==> config.mk <==
export PLATFORM = sky130hd
export DESIGN_NAME = bus_trigger
export DESIGN_NICKNAME = d
export VERILOG_FILES = /design/src/bus_trigger.v /design/src/line_slicer.v
export VERILOG_INCLUDE_DIRS = /design/src
export SDC_FILE = /design/constraint.sdc
export NUM_CORES = 1
export LEC_CHECK = 0
export BUFFER_PORTS_ARGS = -buffer_cell sky130_fd_sc_hd__buf_4
export CAP_MARGIN = 5
export CORE_UTILIZATION = 60
export CTS_CLUSTER_DIAMETER = 40
export DETAILED_ROUTE_END_ITERATION = 8
export PLACE_DENSITY = 0.9
export SYNTH_ARGS = -nofsm -noshare
export SYNTH_HDL_FRONTEND = slang
export SYNTH_HIERARCHICAL = 1
export SYNTH_SLANG_ARGS = --single-unit
==> constraint.sdc <==
create_clock -name clock -period 15 [get_ports clock]
set_clock_uncertainty 0.2 [all_clocks]
set_input_delay 3 -clock clock [delete_from_list [all_inputs] [get_ports clock]]
set_output_delay 3 -clock clock [all_outputs]
set_load 0.02 [all_outputs]
==> src/trig_map.vh <==
// register offsets, field codes and reset values of the bus trigger matcher
`ifndef TRIG_MAP_VH
`define TRIG_MAP_VH
`define OFF_CLOCK_SRC 4'h0
`define OFF_DATA_SRC 4'h1
`define OFF_CLOCK_THR 4'h2
`define OFF_DATA_THR 4'h3
`define OFF_CONDITION 4'h4
`define OFF_ADDRESS 4'h5
`define OFF_FIRST_BYTE 4'h6
`define OFF_SECOND_BYTE 4'h7
`define OFF_RELATION 4'h8
`define OFF_DIRECTION 4'h9
`define OFF_ADDR_WIDTH 4'hA
`define OFF_BYTE_COUNT 4'hB
`define OFF_STATUS 4'hC
`define OFF_MASK 4'hD
`define COND_START 4'h0
`define COND_STOP 4'h1
`define COND_RESTART 4'h2
`define COND_MISSING_ACKNOWLEDGE_EVENT 4'h3
`define COND_MEMORY 4'h4
`define COND_ADDR7 4'h5
`define COND_ADDR10 4'h6
`define COND_LENGTH 4'h7
`define REL_EQUAL 2'h0
`define REL_GREATER 2'h1
`define REL_LESS 2'h2
`define DIR_READ 2'h0
`define DIR_WRITE 2'h1
`define DIR_EITHER 2'h2
`define ADDR7_ANY 11'h080
`define ADDR10_ANY 11'h400
`define BYTE_ANY 9'h100
`define COUNT_MIN 4'h1
`define COUNT_MAX 4'hC
`define SRC_ANALOG_BIT 4
`define ST_TRIG 0
`define ST_START 1
`define ST_STOP 2
`define ST_MISSING_ACKNOWLEDGE_EVENT 3
`define RST_BYTE 9'h100
`define RST_ADDR 11'h080
`define RST_THR 8'h80
`define RST_COUNT 4'h1
`define TEN_BIT_PREFIX 5'h1E
`endif

==> src/bus_trigger.v <==
// passive two-wire bus trigger matcher with register port and interrupt
//
// The register offsets and strobed register access are this design's own decisions.
`timescale 1ns/1ns
`include "trig_map.vh"
module bus_trigger (
    // clock and reset
    input wire clock,
    input wire rstn,
    // observed inputs, four analog samples of eight bits
    input wire [31:0] analog_in,
    input wire [15:0] digital_in,
    // register port
    input wire [3:0] addr,
    input wire [15:0] wdata,
    input wire wr,
    input wire rd,
    output reg [15:0] rdata,
    // outputs
    output reg trigger,
    output wire irq
);
    reg rst_a_reg, rst_b_reg;
    wire reset_n = rst_b_reg;
    always @(posedge clock or negedge rstn) begin
        if (!rstn) begin
            rst_a_reg <= 1'b0;
            rst_b_reg <= 1'b0;
        end else begin
            rst_a_reg <= 1'b1;
            rst_b_reg <= rst_a_reg;
        end
    end

    reg [4:0] clock_line_source_reg, data_line_source_reg;
    reg [7:0] clock_thr_reg, data_thr_reg;
    reg [3:0] condition_reg;
    reg [10:0] address_reg;
    reg [8:0] first_byte_reg, second_byte_reg;
    reg [1:0] relation_reg, direction_reg;
    reg addr_width_reg;
    reg [3:0] byte_count_reg;
    reg [3:0] status_reg, mask_reg;

    wire scl, sda;
    line_slicer clock_slicer (
        .clock(clock), .reset_n(reset_n), .analog_in(analog_in),
        .digital_in(digital_in), .source(clock_line_source_reg),
        .threshold(clock_thr_reg), .level(scl)
    );
    line_slicer data_slicer (
        .clock(clock), .reset_n(reset_n), .analog_in(analog_in),
        .digital_in(digital_in), .source(data_line_source_reg),
        .threshold(data_thr_reg), .level(sda)
    );

    reg scl_d_reg, sda_d_reg;
    always @(posedge clock or negedge reset_n) begin
        if (!reset_n) begin
            scl_d_reg <= 1'b1;
            sda_d_reg <= 1'b1;
        end else begin
            scl_d_reg <= scl;
            sda_d_reg <= sda;
        end
    end
    wire start_ev = scl && scl_d_reg && sda_d_reg && !sda;
    wire stop_ev = scl && scl_d_reg && !sda_d_reg && sda;
    wire scl_rise = scl && !scl_d_reg;

    function byte_ok;
        input [8:0] cmp;
        input [7:0] seen;
        begin
            byte_ok = (cmp == `BYTE_ANY) || (cmp[7:0] == seen);
        end
    endfunction

    function dir_ok;
        input [1:0] filt;
        input rw;
        begin
            case (filt)
                `DIR_READ: dir_ok = rw;
                `DIR_WRITE: dir_ok = !rw;
                default: dir_ok = 1'b1;
            endcase
        end
    endfunction

    // frame parser: bit counter, byte index, shift register
    reg [3:0] bit_cnt_reg;
    reg [3:0] byte_idx_reg;
    reg [7:0] shift_reg;
    reg in_frame_reg;
    reg rw_reg;
    reg [9:0] addr_seen_reg;
    reg [7:0] data1_reg;
    reg frame_ok_reg;
    reg ten_reg;
    reg [3:0] data_cnt_reg;
    reg hit_frame;
    reg missing_acknowledge_event_ev;
    wire [7:0] byte_now = {shift_reg[6:0], sda};
    wire ten_mode = (condition_reg == `COND_ADDR10) ||
                    (condition_reg == `COND_LENGTH && addr_width_reg);
    wire [3:0] hdr_bytes = ten_mode ? 4'h2 : 4'h1;

    always @(posedge clock or negedge reset_n) begin
        if (!reset_n) begin
            bit_cnt_reg <= 4'h0;
            byte_idx_reg <= 4'h0;
            shift_reg <= 8'h00;
            in_frame_reg <= 1'b0;
            rw_reg <= 1'b0;
            addr_seen_reg <= 10'h000;
            data1_reg <= 8'h00;
            frame_ok_reg <= 1'b0;
            ten_reg <= 1'b0;
            data_cnt_reg <= 4'h0;
        end else if (start_ev) begin
            in_frame_reg <= 1'b1;
            bit_cnt_reg <= 4'h0;
            byte_idx_reg <= 4'h0;
            data_cnt_reg <= 4'h0;
            frame_ok_reg <= 1'b1;
            ten_reg <= ten_mode;
        end else if (stop_ev) begin
            in_frame_reg <= 1'b0;
        end else if (in_frame_reg && scl_rise) begin
            if (bit_cnt_reg == 4'h8) begin
                bit_cnt_reg <= 4'h0;
                byte_idx_reg <= byte_idx_reg + 4'h1;
                if (byte_idx_reg >= hdr_bytes && sda == 1'b0)
                    data_cnt_reg <= data_cnt_reg + 4'h1;
                if (sda)
                    frame_ok_reg <= 1'b0;
            end else begin
                bit_cnt_reg <= bit_cnt_reg + 4'h1;
                shift_reg <= byte_now;
                if (bit_cnt_reg == 4'h7) begin
                    if (byte_idx_reg == 4'h0) begin
                        rw_reg <= byte_now[0];
                        if (ten_reg)
                            addr_seen_reg[9:8] <= byte_now[2:1];
                        else
                            addr_seen_reg <= {3'h0, byte_now[7:1]};
                    end else if (byte_idx_reg == 4'h1 && ten_reg) begin
                        addr_seen_reg[7:0] <= byte_now;
                    end else if (byte_idx_reg == hdr_bytes) begin
                        data1_reg <= byte_now;
                    end
                end
            end
        end
    end

    // frame match evaluated at the ninth clock of the last byte it needs, the length match at the stop
    wire addr_ok = ten_reg ?
        (address_reg == `ADDR10_ANY || address_reg[9:0] == addr_seen_reg) :
        (address_reg == `ADDR7_ANY || address_reg[6:0] == addr_seen_reg[6:0]);
    wire ack_clk = in_frame_reg && scl_rise && bit_cnt_reg == 4'h8;
    reg rel_ok;
    always @* begin
        case (relation_reg)
            `REL_GREATER: rel_ok = data1_reg > first_byte_reg[7:0];
            `REL_LESS: rel_ok = data1_reg < first_byte_reg[7:0];
            default: rel_ok = data1_reg == first_byte_reg[7:0];
        endcase
        if (first_byte_reg == `BYTE_ANY)
            rel_ok = 1'b1;
    end

    always @* begin
        hit_frame = 1'b0;
        missing_acknowledge_event_ev = ack_clk && sda;
        case (condition_reg)
            `COND_MEMORY:
                hit_frame = ack_clk && !sda && byte_idx_reg == 4'h1 &&
                            rw_reg && frame_ok_reg && rel_ok;
            `COND_ADDR7, `COND_ADDR10:
                hit_frame = ack_clk && !sda && frame_ok_reg &&
                            byte_idx_reg == hdr_bytes + 4'h1 && addr_ok &&
                            dir_ok(direction_reg, rw_reg) &&
                            byte_ok(first_byte_reg, data1_reg) &&
                            byte_ok(second_byte_reg, shift_reg);
            `COND_LENGTH:
                hit_frame = stop_ev && in_frame_reg &&
                            data_cnt_reg == byte_count_reg &&
                            dir_ok(direction_reg, rw_reg);
            default: hit_frame = 1'b0;
        endcase
    end

    reg hit;
    always @* begin
        case (condition_reg)
            `COND_START: hit = start_ev;
            `COND_STOP: hit = stop_ev;
            `COND_RESTART: hit = start_ev && in_frame_reg;
            `COND_MISSING_ACKNOWLEDGE_EVENT: hit = missing_acknowledge_event_ev;
            default: hit = hit_frame;
        endcase
    end

    // register writes, sticky status set wins over write-one clear
    wire [3:0] events = {missing_acknowledge_event_ev, stop_ev, start_ev, hit};
    always @(posedge clock or negedge reset_n) begin
        if (!reset_n) begin
            clock_line_source_reg <= 5'h00;
            data_line_source_reg <= 5'h01;
            clock_thr_reg <= `RST_THR;
            data_thr_reg <= `RST_THR;
            condition_reg <= `COND_START;
            address_reg <= `RST_ADDR;
            first_byte_reg <= `RST_BYTE;
            second_byte_reg <= `RST_BYTE;
            relation_reg <= `REL_EQUAL;
            direction_reg <= `DIR_EITHER;
            addr_width_reg <= 1'b0;
            byte_count_reg <= `RST_COUNT;
            status_reg <= 4'h0;
            mask_reg <= 4'h0;
            trigger <= 1'b0;
        end else begin
            trigger <= hit;
            if (wr) begin
                case (addr)
                    `OFF_CLOCK_SRC: clock_line_source_reg <= wdata[4:0];
                    `OFF_DATA_SRC: data_line_source_reg <= wdata[4:0];
                    `OFF_CLOCK_THR: clock_thr_reg <= wdata[7:0];
                    `OFF_DATA_THR: data_thr_reg <= wdata[7:0];
                    `OFF_CONDITION: condition_reg <= wdata[3:0];
                    `OFF_ADDRESS: address_reg <= wdata[10:0];
                    `OFF_FIRST_BYTE: first_byte_reg <= wdata[8:0];
                    `OFF_SECOND_BYTE: second_byte_reg <= wdata[8:0];
                    `OFF_RELATION: relation_reg <= wdata[1:0];
                    `OFF_DIRECTION: direction_reg <= wdata[1:0];
                    `OFF_ADDR_WIDTH: addr_width_reg <= wdata[0];
                    `OFF_BYTE_COUNT: begin
                        // out-of-range lengths are clamped to the legal span
                        if (wdata[15:4] != 12'h000 || wdata[3:0] > `COUNT_MAX)
                            byte_count_reg <= `COUNT_MAX;
                        else if (wdata[3:0] < `COUNT_MIN)
                            byte_count_reg <= `COUNT_MIN;
                        else
                            byte_count_reg <= wdata[3:0];
                    end
                    `OFF_MASK: mask_reg <= wdata[3:0];
                    default: ;
                endcase
            end
            if (wr && addr == `OFF_STATUS)
                status_reg <= (status_reg & ~wdata[3:0]) | events;
            else
                status_reg <= status_reg | events;
        end
    end
    assign irq = |(status_reg & mask_reg);

    // read port, data stand one cycle after the strobe
    always @(posedge clock or negedge reset_n) begin
        if (!reset_n) begin
            rdata <= 16'h0000;
        end else if (rd) begin
            case (addr)
                `OFF_CLOCK_SRC: rdata <= {11'h000, clock_line_source_reg};
                `OFF_DATA_SRC: rdata <= {11'h000, data_line_source_reg};
                `OFF_CLOCK_THR: rdata <= {8'h00, clock_thr_reg};
                `OFF_DATA_THR: rdata <= {8'h00, data_thr_reg};
                `OFF_CONDITION: rdata <= {12'h000, condition_reg};
                `OFF_ADDRESS: rdata <= {5'h00, address_reg};
                `OFF_FIRST_BYTE: rdata <= {7'h00, first_byte_reg};
                `OFF_SECOND_BYTE: rdata <= {7'h00, second_byte_reg};
                `OFF_RELATION: rdata <= {14'h0000, relation_reg};
                `OFF_DIRECTION: rdata <= {14'h0000, direction_reg};
                `OFF_ADDR_WIDTH: rdata <= {15'h0000, addr_width_reg};
                `OFF_BYTE_COUNT: rdata <= {12'h000, byte_count_reg};
                `OFF_STATUS: rdata <= {12'h000, status_reg};
                `OFF_MASK: rdata <= {12'h000, mask_reg};
                default: rdata <= 16'h0000;
            endcase
        end else begin
            rdata <= 16'h0000;
        end
    end
endmodule // bus_trigger

==> src/line_slicer.v <==
// source selection, threshold slicing and two-stage sync for one bus line
`timescale 1ns/1ns
module line_slicer (
    // clock and reset
    input wire clock,
    input wire reset_n,
    // inputs
    input wire [31:0] analog_in,
    input wire [15:0] digital_in,
    input wire [4:0] source,
    input wire [7:0] threshold,
    // sliced level
    output reg level
);
    reg [31:0] analog_meta_reg;
    reg [31:0] analog_sync_reg;
    reg [15:0] digital_meta_reg;
    reg [15:0] digital_sync_reg;
    wire [1:0] chan = source[1:0];
    always @(posedge clock or negedge reset_n) begin
        if (!reset_n) begin
            // idle high on every source, so no false edge follows reset
            analog_meta_reg <= 32'hFFFFFFFF;
            analog_sync_reg <= 32'hFFFFFFFF;
            digital_meta_reg <= 16'hFFFF;
            digital_sync_reg <= 16'hFFFF;
            level <= 1'b1;
        end else begin
            // both sync stages sit ahead of the mux so it never sees a metastable bit
            analog_meta_reg <= analog_in;
            analog_sync_reg <= analog_meta_reg;
            digital_meta_reg <= digital_in;
            digital_sync_reg <= digital_meta_reg;
            // analog codes sit above the sixteen digital lines
            if (source[`SRC_ANALOG_BIT])
                level <= analog_sync_reg[chan*8 +: 8] >= threshold;
            else
                level <= digital_sync_reg[source[3:0]];
        end
    end
endmodule // line_slicer

After elaboration in Yosys (flattened, before gate mapping)
Cells that the tools add are included.
{"block": "classes", "reduce_logical": 72, "n_shift": 2, "n_addsub": 4, "bitwise": 11, "n_mux": 44, "magnitude_cmp": 9, "eq_ne": 40}
{"op": "one-hot mux 11 bit (14 select lines)", "n": 1}
{"op": "two-way mux 4 bit", "n": 16}
{"op": "variable part select 32 x 6 -> 8 bit", "n": 2}
{"op": "== test 4 x 3 -> 1 bit (second input constant)", "n": 9}
{"op": "== test 4 bit (second input constant)", "n": 7}
{"op": "logical AND 1 bit", "n": 28}
{"op": "AND reduction 2 bit", "n": 14}
{"op": "== test 8 bit", "n": 3}
{"op": "two-way mux 8 bit", "n": 3}
{"op": "== test 9 bit (second input constant)", "n": 2}
{"op": "== test 4 x 2 -> 1 bit (second input constant)", "n": 4}
{"op": "greater-or-equal comparator 8 bit", "n": 2}
{"op": "two-way mux 16 bit", "n": 1}
{"op": "two-way mux 1 bit", "n": 15}
{"op": "adder 4 x 1 -> 4 bit (second input constant)", "n": 3}
{"op": "== test 4 x 1 -> 1 bit (second input constant)", "n": 3}
{"op": "logical NOT 4 bit", "n": 3}
{"op": "AND reduction 4 bit", "n": 3}
{"op": "nonzero test 12 bit", "n": 1}
{"op": "nonzero test 2 bit", "n": 6}
{"op": "== test 11 bit (second input constant)", "n": 1}
{"op": "== test 11 x 8 -> 1 bit (second input constant)", "n": 1}
{"op": "== test 10 bit", "n": 1}
{"op": "< comparator 4 x 5 -> 1 bit (second input constant)", "n": 2}
{"op": "31 further kinds", "n": 51}
{"block": "word_totals", "register_bits": 237}

Longest topological paths before layout
Gate-level depths: netlist of the first run.
{"block": "depth", "depth_word": 15, "ltp_mapped": 10, "ltp_nobuf": 9}

By module
Netlist of the first run, hierarchy kept.
{"module": "bus_trigger", "instances": 1, "area_each_um2": 6900.4, "cells_per_inst": 638}
{"module": "line_slicer", "instances": 2, "area_each_um2": 3078.0, "cells_per_inst": 141}

Worst setup path after synthesis of the first run
OpenSTA, ideal clock, no wires.
{"block": "synth_timing", "kind": "input to register", "startpoint": "input port addr[2]", "endpoint": "register address_reg[4]", "arrival_time_ps": 4208, "setup_ps": 125, "n_path_buf": 3, "path_stages": 7, "path_slack_ps": 10468, "path_cell_list": "buf_2 nor2b_1 buf_4 nand2_1 nor2_2 buf_4 mux2_2"}
{"block": "synth_via", "elab_chain_cells": 2}
{"item": "from (decl)", "line_no": "bus_trigger.v:14", "source": "input wire [3:0] addr,"}
{"item": "== test 4 x 3 -> 1 bit", "line_no": "bus_trigger.v:228", "source": "case (addr)"}
{"item": "AND reduction 2 bit (no source line)"}
{"item": "to (signal assigned)", "line_no": "bus_trigger.v:215", "source": "address_reg <= `RST_ADDR;"}
{"item": "to (signal assigned)", "line_no": "bus_trigger.v:234", "source": "`OFF_ADDRESS: address_reg <= wdata[10:0];"}
{"item": "to (decl)", "line_no": "bus_trigger.v:38", "source": "reg [10:0] address_reg;"}
Every way passes these cells.
A chain may end at the register's enable or synchronous reset.

Worst setup path after layout of the first run
{"block": "layout_timing", "startpoint": "input port addr[2]", "endpoint": "register address_reg[3]"}
The elaborated chain is that of the path after synthesis.

==> flow_summary_export.csv, run 1 <==
group,metric,value,unit
sta,clock.fmax,0.211,GHz
floorplan,die_h,150,um
sta,hold_violations,0,
worst_setup_path,crit_required,15.21,ns
sta,finalWorstSetupSlack,10.27,ns
synth,synth.yosys.seq_area_share,64.8,%
floorplan,core_area,0.0212,mm^2
floorplan,die_x,150,um
finish,mostFrequentLayoutCell,"dfstp_2",
floorplan,dieArea,0.0224,mm^2
synth,ys_async_sr_fraction,100,%
sta,finalMaxSlewViolations,0,
power,p_leak,6.56,nW
finish,drive_gt1_share,45.4,%
finish,final_cell_mix,"dfstp_2, dfrtp_1, buf_4",
floorplan,start_util,61.7,%
clock_tree,post_cts_buffers,0,
sta,rsz0062_at_grt,"no",
finish,n_antenna_cell,0,
power,p_clk_share,38.6,%
clock_tree,worstSkewPairLatency,0.54,ns
run_status,status,"finished clean",
worst_setup_path,arrival,4.94,ns
finish,finalCoreUtilization,72.0,%
place,gp_congestion,0.918,
floorplan,rows,53,
worst_setup_path,r2r_slack,11.78,ns
power,p_int,0.00178,W
synth,synth_cell_type_count,70,
worst_setup_path,worstPathMaxFanout,18,
worst_hold_path,hold_start,"clock_slicer/digital_meta_reg[3]$_DFF_PN1_",
sta,fin_crit,4.73,ns
clock_tree,hold_buffers,0,
synth,ys_ff_latch,328,
worst_hold_path,hold_class,"reg -> reg",
place,dp_slack,9.85,ns
worst_setup_path,r2r_start,"data_line_source_reg[0]$_DFFE_PN1P_",
worst_setup_path,reg2regPathDepth,7,
power,power_density,164,mW/mm^2
clock_tree,root_buffer,"clkbuf_16",
sta,worstMarginPinSlew,1.03,ns
synth,synth_flop_cell,"dfstp_2",
grt,grt_pass1_vias,8602,
sta,worst_slew_margin_rel,31.4,%
route,wl,30400,um
sta,setup_viol,0,
synth,postSynthCellCount,920,
grt,grt_pass1_wl,48500,um
place,placed_area,0.0139,mm^2
worst_setup_path,worstSetupPathType,"in -> reg",
clock_tree,cts_buffer_depth,3,
power,peakVddDrop,0.138,mV
synth,avgSynthCellArea,14.2,um^2
grt,antenna_found_initial,2,
worst_setup_path,critPathLaunchType,"primary input",
synth,synth-edff-count,0,
worst_hold_path,hold_depth,0,
finish,design_area,0.0152,mm^2
clock_tree,clk_pin_slew_worst_paths,0.06,ns
worst_setup_path,endpoint_kind,"register",
clock_tree,cts_resized,0,
route,wl_per_cell,23.1,um
power,power.net_switching,0.000717,W
grt,grtUsageTotal,29.4,%
sta,post-route-period-util,31.6,%
power,seqPwrFrac,46.6,%
sta,setup_tns,0,ns
synth,synth_warnings,6,
grt,gr-total-overflow,0,
clock_tree,clock-sinks,328,
finish,area_growth,16.6,%
clock_tree,cts_tree,"built",
route,vias_per_cell,6.00,
route,ant_nets,0,
grt,grt_max_degree,206,
synth,syn-cell-area,0.0131,mm^2
place,io_buffers,84,
worst_setup_path,r2r-end,"data_slicer/level$_DFF_PN1_",
route,firstDrtPassIters,5,
clock_tree,cts_inserted_buffers,38,
worst_hold_path,min_to,"clock_slicer/digital_sync_reg[3]$_DFF_PN1_",
route,first_iter_violations,618,
clock_tree,cts-htree-levels,2,
run,maxCapViolCount,0,
route,drcViolationCount,0,
power,combPwrFrac,14.8,%
power,switching_share,28.7,%
place,hpwl,19300,um
finish,finalNetCount,1121,
floorplan,ios,90,
route,vias,7916,
## cell type report
type                    instances  area [um^2]
multi-input cells             516         4240
well taps                     275          344
clock buffers                  49         1090
flip-flops and latches        328         8470
fillers                      1250         5930
inverters                      45          169
repair buffers                 86          658
clock inverters                20          255
## per-stage QoR
| step | instances | hold WS, ns | total power, W |
|---|---|---|---|
| 3_5_place_dp | 1250 | 0.147 | 0.00153 |
| 3_3_place_gp | 1250 | 0.135 | 0.00150 |
| 4_1_cts | 1319 | 0.152 | 0.00251 |
| 2_1_floorplan | 924 | 0.131 | 0.00139 |
| 6_report | 1319 | 0.152 | 0.00250 |
| 5_1_grt | 1319 | 0.151 | 0.00260 |
## synthesized netlist by cell type (3+ instances only)
| cell | n | area [um^2] |
|---|---|---|
| dfstp_2 | 204 | 5360 |
| dfrtp_1 | 124 | 3100 |
| mux2_2 | 79 | 890 |
| nand2_1 | 52 | 195 |
| inv_1 | 44 | 165 |
| nor2_1 | 44 | 165 |
| ha_1 | 34 | 425 |
| o21ai_0 | 30 | 150 |
| a21oi_1 | 29 | 145 |
| nand3_1 | 24 | 120 |
| xor2_1 | 23 | 201 |
| mux2i_1 | 18 | 180 |
| mux4_2 | 17 | 383 |
| buf_2 | 13 | 65.1 |
| nor3_1 | 13 | 65.1 |
| a22oi_1 | 12 | 90.1 |
| buf_4 | 12 | 90.1 |
| nand4_1 | 10 | 62.6 |
| clkbuf_1 | 9 | 33.8 |
| nor2b_1 | 9 | 56.3 |
| nor4_1 | 9 | 56.3 |
| a22o_1 | 8 | 70.1 |
| mux4_1 | 8 | 210 |
| nand2b_1 | 8 | 50.1 |
| nor2_2 | 6 | 37.5 |
| xnor2_1 | 6 | 52.6 |
| o211ai_1 | 5 | 37.5 |
| and2_1 | 4 | 25.0 |
| and4_1 | 4 | 35.0 |
| o22a_1 | 4 | 35.0 |
| a2111oi_0 | 3 | 26.3 |
| a32oi_1 | 3 | 26.3 |
| and3_1 | 3 | 18.8 |
## cells by family after synthesis
logic type               share of synthesized area [%]
buffers and inverters                             2.83
flip-flops                                        64.8
AO/OA/AOI/OAI                                     6.55
multiplexers                                      12.7
XOR/XNOR                                          1.95
other                                           0.0575
adder cells (fa/ha/maj)                           3.26
AND/OR/NAND/NOR                                   7.80
## worst max path at each step
| stage | end | start | slack, ns | cells past startpoint |
|---|---|---|---|---|
| global placement | address_reg[6]$_DFFE_PN0P_ | addr[2] | 9.94 | 5 |
| CTS | address_reg[3]$_DFFE_PN0P_ | addr[2] | 10.35 | 5 |
| global route | address_reg[3]$_DFFE_PN0P_ | addr[2] | 10.18 | 5 |
| floorplan | addr_seen_reg[0]$_DFFE_PN0P_ | reset_n$_DFF_PN0_ | 5.34 | 0 |
| finish | address_reg[3]$_DFFE_PN0P_ | addr[2] | 10.27 | 5 |
| detailed placement | address_reg[3]$_DFFE_PN0P_ | addr[2] | 9.85 | 5 |
## critical path, stage by stage
cell and delay (ns):
buf_4 0.21, nor2b_1 0.54, nand2_1 0.24, nor2_2 0.53
mux2_2 0.42
## power by group through the flow
stage | registers, W | clock network [W] | logic (W)
2_1_floorplan | 0.00111 | 0 | 0.000275
3_3_place_gp | 0.00116 | 0 | 0.000336
3_5_place_dp | 0.00117 | 0 | 0.000357
4_1_cts | 0.00116 | 0.000976 | 0.000370
5_1_grt | 0.00118 | 0.00101 | 0.000409
6_report | 0.00117 | 0.000965 | 0.000370
## layer usage
metal | vias to the layer above | global-route usage [%] | share of wire, %
li1 | 3451 | - | -
met1 | 4027 | 38.1 | 39
met2 | 343 | 48.4 | 51
met3 | 95 | 5.27 | 6.6
met4 | 0 | 13.6 | 4.3
met5 | - | 0 | 0
(Power assumes the default switching activity.)
==> run 2, diff against run 1 <==
--- a/config.mk
+++ b/config.mk
@@ -6,12 +6,13 @@
 export SDC_FILE = /design/constraint.sdc
 export NUM_CORES = 1
 export LEC_CHECK = 0
+export ABC_AREA = 1
 export BUFFER_PORTS_ARGS = -buffer_cell sky130_fd_sc_hd__buf_4
 export CAP_MARGIN = 5
-export CORE_UTILIZATION = 60
+export CORE_UTILIZATION = 55
 export CTS_CLUSTER_DIAMETER = 40
 export DETAILED_ROUTE_END_ITERATION = 8
-export PLACE_DENSITY = 0.9
+export PLACE_DENSITY = 0.87
 export SYNTH_ARGS = -nofsm -noshare
 export SYNTH_HDL_FRONTEND = slang
 export SYNTH_HIERARCHICAL = 1
==> constraint.sdc (replaced) <==
create_clock -name clock -period 3.95 [get_ports clock]
set_clock_uncertainty 0.2 [all_clocks]
set_input_delay 0.79 -clock clock [delete_from_list [all_inputs] [get_ports clock]]
set_output_delay 0.79 -clock clock [all_outputs]
set_load 0.02 [all_outputs]
==> flow_summary_export.csv, run 2 <==
group,metric,value,unit
synth,synth.yosys.seq_area_share,63.6,%
floorplan,start_util,56.3,%
route,drcViolationCount,0,
worst_hold_path,hold_depth,0,
grt,grt_max_degree,88,
sta,finalMaxSlewViolations,0,
clock_tree,clock-sinks,328,
sta,finalWorstSetupSlack,1.19,ns
run,maxCapViolCount,0,
floorplan,rows,56,
run_status,status,"finished clean",
clock_tree,cts_buffer_depth,3,
finish,final_cell_mix,"nand2_1, dfstp_2, inv_1",
worst_setup_path,crit_required,4.23,ns
clock_tree,worstSkewPairLatency,0.53,ns
route,firstDrtPassIters,6,
floorplan,die_h,158,um
route,first_iter_violations,838,
power,power_density,623,mW/mm^2
clock_tree,cts_resized,0,
worst_setup_path,critPathLaunchType,"register",
finish,finalNetCount,1509,
finish,mostFrequentLayoutCell,"nand2_1",
place,dp_slack,1.24,ns
synth,synth_top_area_share,40.3,%
floorplan,dieArea,0.0248,mm^2
synth,synth-edff-count,0,
worst_hold_path,hold_class,"reg -> reg",
sta,rsz0062_at_grt,"no",
floorplan,ios,90,
synth,avgSynthCellArea,10.2,um^2
synth,postSynthCellCount,1298,
synth,synth_flop_cell,"dfstp_2",
worst_setup_path,arrival,3.03,ns
sta,post-route-period-util,69.8,%
clock_tree,root_buffer,"clkbuf_16",
power,p_leak,7.20,nW
finish,finalCoreUtilization,66.3,%
clock_tree,cts_inserted_buffers,39,
clock_tree,hold_buffers,1,
synth,synthTopCellsByCount,"nand2_1, dfstp_2, inv_1, o21ai_0, dfrtp_1",
synth,synth_warnings,6,
worst_setup_path,worstSetupPathType,"reg -> reg",
place,gp_congestion,0.962,
floorplan,core_area,0.0236,mm^2
synth,synthTopCellsByArea,"dfstp_2, dfrtp_1, nand2_1",
finish,area_growth,17.7,%
power,peakVddDrop,0.459,mV
grt,gr-total-overflow,0,
clock_tree,post_cts_buffers,0,
place,hpwl,21500,um
place,io_buffers,84,
grt,antenna_found_initial,0,
worst_setup_path,worstPathMaxFanout,27,
synth,ys_ff_latch,328,
clock_tree,cts-htree-levels,2,
route,vias_per_cell,5.52,
sta,setup_viol,0,
place,placed_area,0.0142,mm^2
sta,clock.fmax,0.363,GHz
grt,grt_pass1_wl,50500,um
grt,grt_pass1_vias,9717,
sta,worst_slew_margin_rel,24.0,%
route,vias,9668,
finish,drive_gt1_share,29.0,%
finish,n_antenna_cell,0,
synth,syn-cell-area,0.0133,mm^2
finish,design_area,0.0157,mm^2
sta,fin_crit,2.76,ns
worst_setup_path,reg2regPathDepth,10,
clock_tree,cts_tree,"built",
grt,grtUsageTotal,26.9,%
route,ant_nets,0,
floorplan,die_x,158,um
worst_setup_path,endpoint_kind,"register",
synth,synth_cell_type_count,51,
sta,worstMarginPinSlew,1.13,ns
synth,ys_async_sr_fraction,100,%
sta,setup_tns,0,ns
route,wl,31600,um
sta,hold_slack,0.147,ns
sta,hold_violations,0,
synth,yosysMostFrequentCell,"nand2_1",
synth,yosysTopAreaCell,"dfstp_2",
clock_tree,clk_pin_slew_worst_paths,0.06,ns
route,wl_per_cell,18.0,um
==> run 2: cell count changes in the layout (fill, tap and decap cells not counted), sizes merged, moves of 25 or more <==
cell and delta:
inv +128, mux2 -79, mux4 -25, nand2 +258
nor2 +38, o21ai +121
==> run 2: path summary, 6_finish.rpt <==
check                                                         startpoint                                          to  slack [ns]
worst min register to register  data_slicer/analog_meta_reg[5]$_DFF_PN1_    data_slicer/analog_sync_reg[5]$_DFF_PN1_        0.15
min in group asynchronous                              reset_n$_DFF_PN0_                  address_reg[3]$_DFFE_PN0P_        0.27
max in group asynchronous                              reset_n$_DFF_PN0_  clock_slicer/analog_meta_reg[20]$_DFF_PN1_        2.33
worst max-delay path                clock_line_source_reg[0]$_DFFE_PN0P_                clock_slicer/level$_DFF_PN1_        1.19
worst max register to register      clock_line_source_reg[0]$_DFFE_PN0P_                clock_slicer/level$_DFF_PN1_        1.19
worst min-delay path            data_slicer/analog_meta_reg[5]$_DFF_PN1_    data_slicer/analog_sync_reg[5]$_DFF_PN1_        0.15
==> run 2: through the flow <==
step	cells	power, W
after detailed placement	1680	0.00578
after global routing	1752	0.0102
final	1752	0.00976
after floorplan	1302	0.00526
after global placement	1680	0.00567
after CTS	1752	0.00978
==> run 2: power by group <==
part,internal (W),total (W),switching [W]
registers,0.00384,0.00425,0.000410
clock network,0.00250,0.00397,0.00147
logic,0.000561,0.00154,0.000977
total,0.00690,0.00976,0.00285
==> run 2: layout make-up <==
cell class / instances / area, um^2
Inverter: 171 / 651
Fill cell: 1700 / 7950
Clock inverter: 24 / 380
Multi-Input combinational cell: 769 / 3950
Clock buffer: 47 / 1080
Timing Repair Buffer: 94 / 733
Tap cell: 319 / 399
Sequential cell: 328 / 8470
==> run 2: kinds of logic after synthesis <==
family | share of synthesized area, %
AOI/OAI and AO/OA | 9.92
xor gates and xnor gates | 0.856
adders and majority gates | 3.20
buffers and inverters | 6.75
DFF | 63.6
other | 0.0565
and+or+nand+nor | 15.6
==> run 2: critical path: stages, from the launching register on <==
cell and delay (ns):
dfrtp_1 0.99, inv_4 0.28, o21ai_0 0.31, o22ai_1 0.13, ha_1 0.29, nand2_1 0.05
o21ai_0 0.19, nand2_1 0.07, nand3_1 0.07, nand2_1 0.05, nand2_1 0.06
==> run 2: routing by layer <==
metal  part of all wire, %  GRT usage, %  up-vias
met5                     0             0        -
li1                      -             -     4393
met2                    50          46.8      467
met1                    38          32.9     4689
met4                   4.4          12.9        0
met3                   7.2          4.10      119
==> run 3, diff against run 2 <==
--- a/config.mk
+++ b/config.mk
@@ -9,10 +9,10 @@
 export ABC_AREA = 1
 export BUFFER_PORTS_ARGS = -buffer_cell sky130_fd_sc_hd__buf_4
 export CAP_MARGIN = 5
-export CORE_UTILIZATION = 55
+export CORE_UTILIZATION = 60
 export CTS_CLUSTER_DIAMETER = 40
 export DETAILED_ROUTE_END_ITERATION = 8
-export PLACE_DENSITY = 0.87
+export PLACE_DENSITY = 0.9
 export SYNTH_ARGS = -nofsm -noshare
 export SYNTH_HDL_FRONTEND = slang
 export SYNTH_HIERARCHICAL = 1
==> constraint.sdc (replaced) <==
create_clock -name clock -period 2.7 [get_ports clock]
set_clock_uncertainty 0.2 [all_clocks]
set_input_delay 0.54 -clock clock [delete_from_list [all_inputs] [get_ports clock]]
set_output_delay 0.54 -clock clock [all_outputs]
set_load 0.02 [all_outputs]
==> flow_summary_export.csv, run 3 (same netlist as run 2, synthesis figures left out) <==
group,metric,value,unit
clock_tree,cts_tree,"built",
worst_setup_path,critPathLaunchType,"register",
route,vias,10086,
sta,rsz0062_at_grt,"no",
sta,worstMarginPinSlew,0.822,ns
finish,area_growth,20.2,%
sta,worst_slew_margin_rel,44.7,%
route,firstDrtPassIters,7,
grt,antenna_found_initial,0,
power,power_density,868,mW/mm^2
route,wl_per_cell,19.6,um
floorplan,dieArea,0.0228,mm^2
sta,post-route-period-util,98.2,%
worst_setup_path,endpoint_kind,"register",
power,power.total,0.0139,W
clock_tree,cts_inserted_buffers,37,
route,drcViolationCount,0,
worst_hold_path,min_to,"rdata[3]$_DFF_PN0_",
clock_tree,cts_buffer_depth,3,
finish,finalNetCount,1560,
finish,final_cells,1763,
run,maxCapViolCount,0,
sta,hold_violations,0,
place,placed_cells_incl_taps,1646,
clock_tree,post_cts_buffers,0,
route,ant_nets,0,
place,hpwl,21900,um
route,first_iter_violations,988,
clock_tree,root_buffer,"clkbuf_16",
grt,grtUsageTotal,32.0,%
floorplan,start_util,61.1,%
clock_tree,worstSkewPairLatency,0.54,ns
floorplan,die_h,151,um
sta,fin_crit,2.65,ns
grt,gr-total-overflow,0,
sta,finalMaxSlewViolations,0,
place,io_buffers,84,
place,gp_congestion,1.00,
clock_tree,clk_pin_slew_worst_paths,0.06,ns
clock_tree,cts-htree-levels,2,
clock_tree,clock-sinks,328,
grt,grt_pass1_wl,54300,um
worst_hold_path,hold_class,"in -> reg",
route,vias_per_cell,5.72,
power,p_leak,7.36,nW
finish,mostFrequentLayoutCell,"nand2_1",
worst_setup_path,worstPathMaxFanout,24,
worst_hold_path,hold_depth,3,
grt,grt_pass1_vias,10132,
run_status,status,"finished clean",
place,dp_slack,0.296,ns
floorplan,rows,54,
sta,hold_slack,0.0323,ns
finish,fillers,1361,
worst_setup_path,r2r_slack,0.05,ns
floorplan,core_area,0.0218,mm^2
floorplan,ios,90,
sta,clock.fmax,0.377,GHz
worst_setup_path,r2r_start,"data_line_source_reg[0]$_DFFE_PN1P_",
worst_hold_path,hold_start,"rd",
finish,finalCoreUtilization,73.5,%
power,peakVddDrop,0.635,mV
worst_setup_path,reg2regPathDepth,10,
finish,n_antenna_cell,0,
worst_setup_path,r2r-end,"data_slicer/level$_DFF_PN1_",
grt,grt_max_degree,99,
route,wl,34600,um
sta,finalWorstSetupSlack,0.0496,ns
worst_setup_path,crit_required,2.96,ns
finish,drive_gt1_share,28.0,%
worst_setup_path,arrival,2.91,ns
worst_setup_path,worstSetupPathType,"reg -> reg",
finish,final_cell_mix,"nand2_1, dfstp_2, inv_1",
sta,setup_viol,0,
floorplan,die_x,151,um
-- run 3: cell types whose count changed in the layout (fill, tap and decap cells not counted), sizes merged --
cell         before  now
buf              93   98
bufinv            8    3
dlygate4sd3       1   49
clkinv            6   14
inv             178  172
-- run 3: metrics by stage --
| stage | setup TNS (ns) | instance area, um^2 |
|---|---|---|
| global placement | 0 | 14200 |
| finish | 0 | 16000 |
| detailed placement | 0 | 14200 |
| floorplan | -77.78 | 13300 |
| CTS | 0 | 16000 |
| global route | 0 | 16000 |
-- run 3: worst max path at each step --
stage / slack, ns / end / start / depth (start not counted)
floorplan: -0.64 / addr_seen_reg[0]$_DFFE_PN0P_ / reset_n$_DFF_PN0_ / 0
global placement: 0.38 / data_slicer/level$_DFF_PN1_ / data_line_source_reg[0]$_DFFE_PN1P_ / 10
detailed placement: 0.30 / data_slicer/level$_DFF_PN1_ / data_line_source_reg[0]$_DFFE_PN1P_ / 10
CTS: 0.05 / data_slicer/level$_DFF_PN1_ / data_line_source_reg[0]$_DFFE_PN1P_ / 10
global route: 0.07 / data_slicer/level$_DFF_PN1_ / data_line_source_reg[0]$_DFFE_PN1P_ / 10
finish: 0.05 / data_slicer/level$_DFF_PN1_ / data_line_source_reg[0]$_DFFE_PN1P_ / 10
-- run 3: final cells by class --
| type | instances | area [um^2] | share of cell area (%) |
|---|---|---|---|
| clock buffer | 47 | 1050 | 6.54 |
| tap | 280 | 350 | 2.19 |
| inverter | 171 | 651 | 4.07 |
| timing repair buffer | 147 | 1280 | 7.98 |
| sequential | 328 | 8470 | 53.0 |
| clock inverter | 21 | 240 | 1.50 |
| multi-input combinational | 769 | 3950 | 24.7 |
-- run 3: where the power goes --
part	switching, W	internal [W]
Sequential	0.000547	0.00562
Clock	0.00212	0.00309
Combinational	0.00161	0.000906
Total	0.00427	0.00961
-- run 3: what timing repair did --
action / 4_1_cts / 5_1_grt
hold endpoints to repair: 98 / 0
resized for setup: 0 / 1
hold buffers: 49 / 0
endpoints found under the setup margin: 0 / 1
-- run 3: metal layers --
layer	track usage (%)	share of wire (%)	vias to the layer above
met4	19.5	6.2	0
met3	6.23	8.6	158
met5	0	0	-
met2	53.7	49	581
met1	38.1	36	4861
li1	-	-	4486
-- run 3: worst max-delay path: stages, from the launching register on --
cell and delay (ns):
dfstp_4 0.72, inv_4 0.15, o21ai_0 0.30, o22ai_1 0.16, ha_1 0.35, nand2_1 0.12, o21ai_0 0.21, nand2_1 0.09
nand3_1 0.11, nand2_1 0.08, nand2_1 0.06
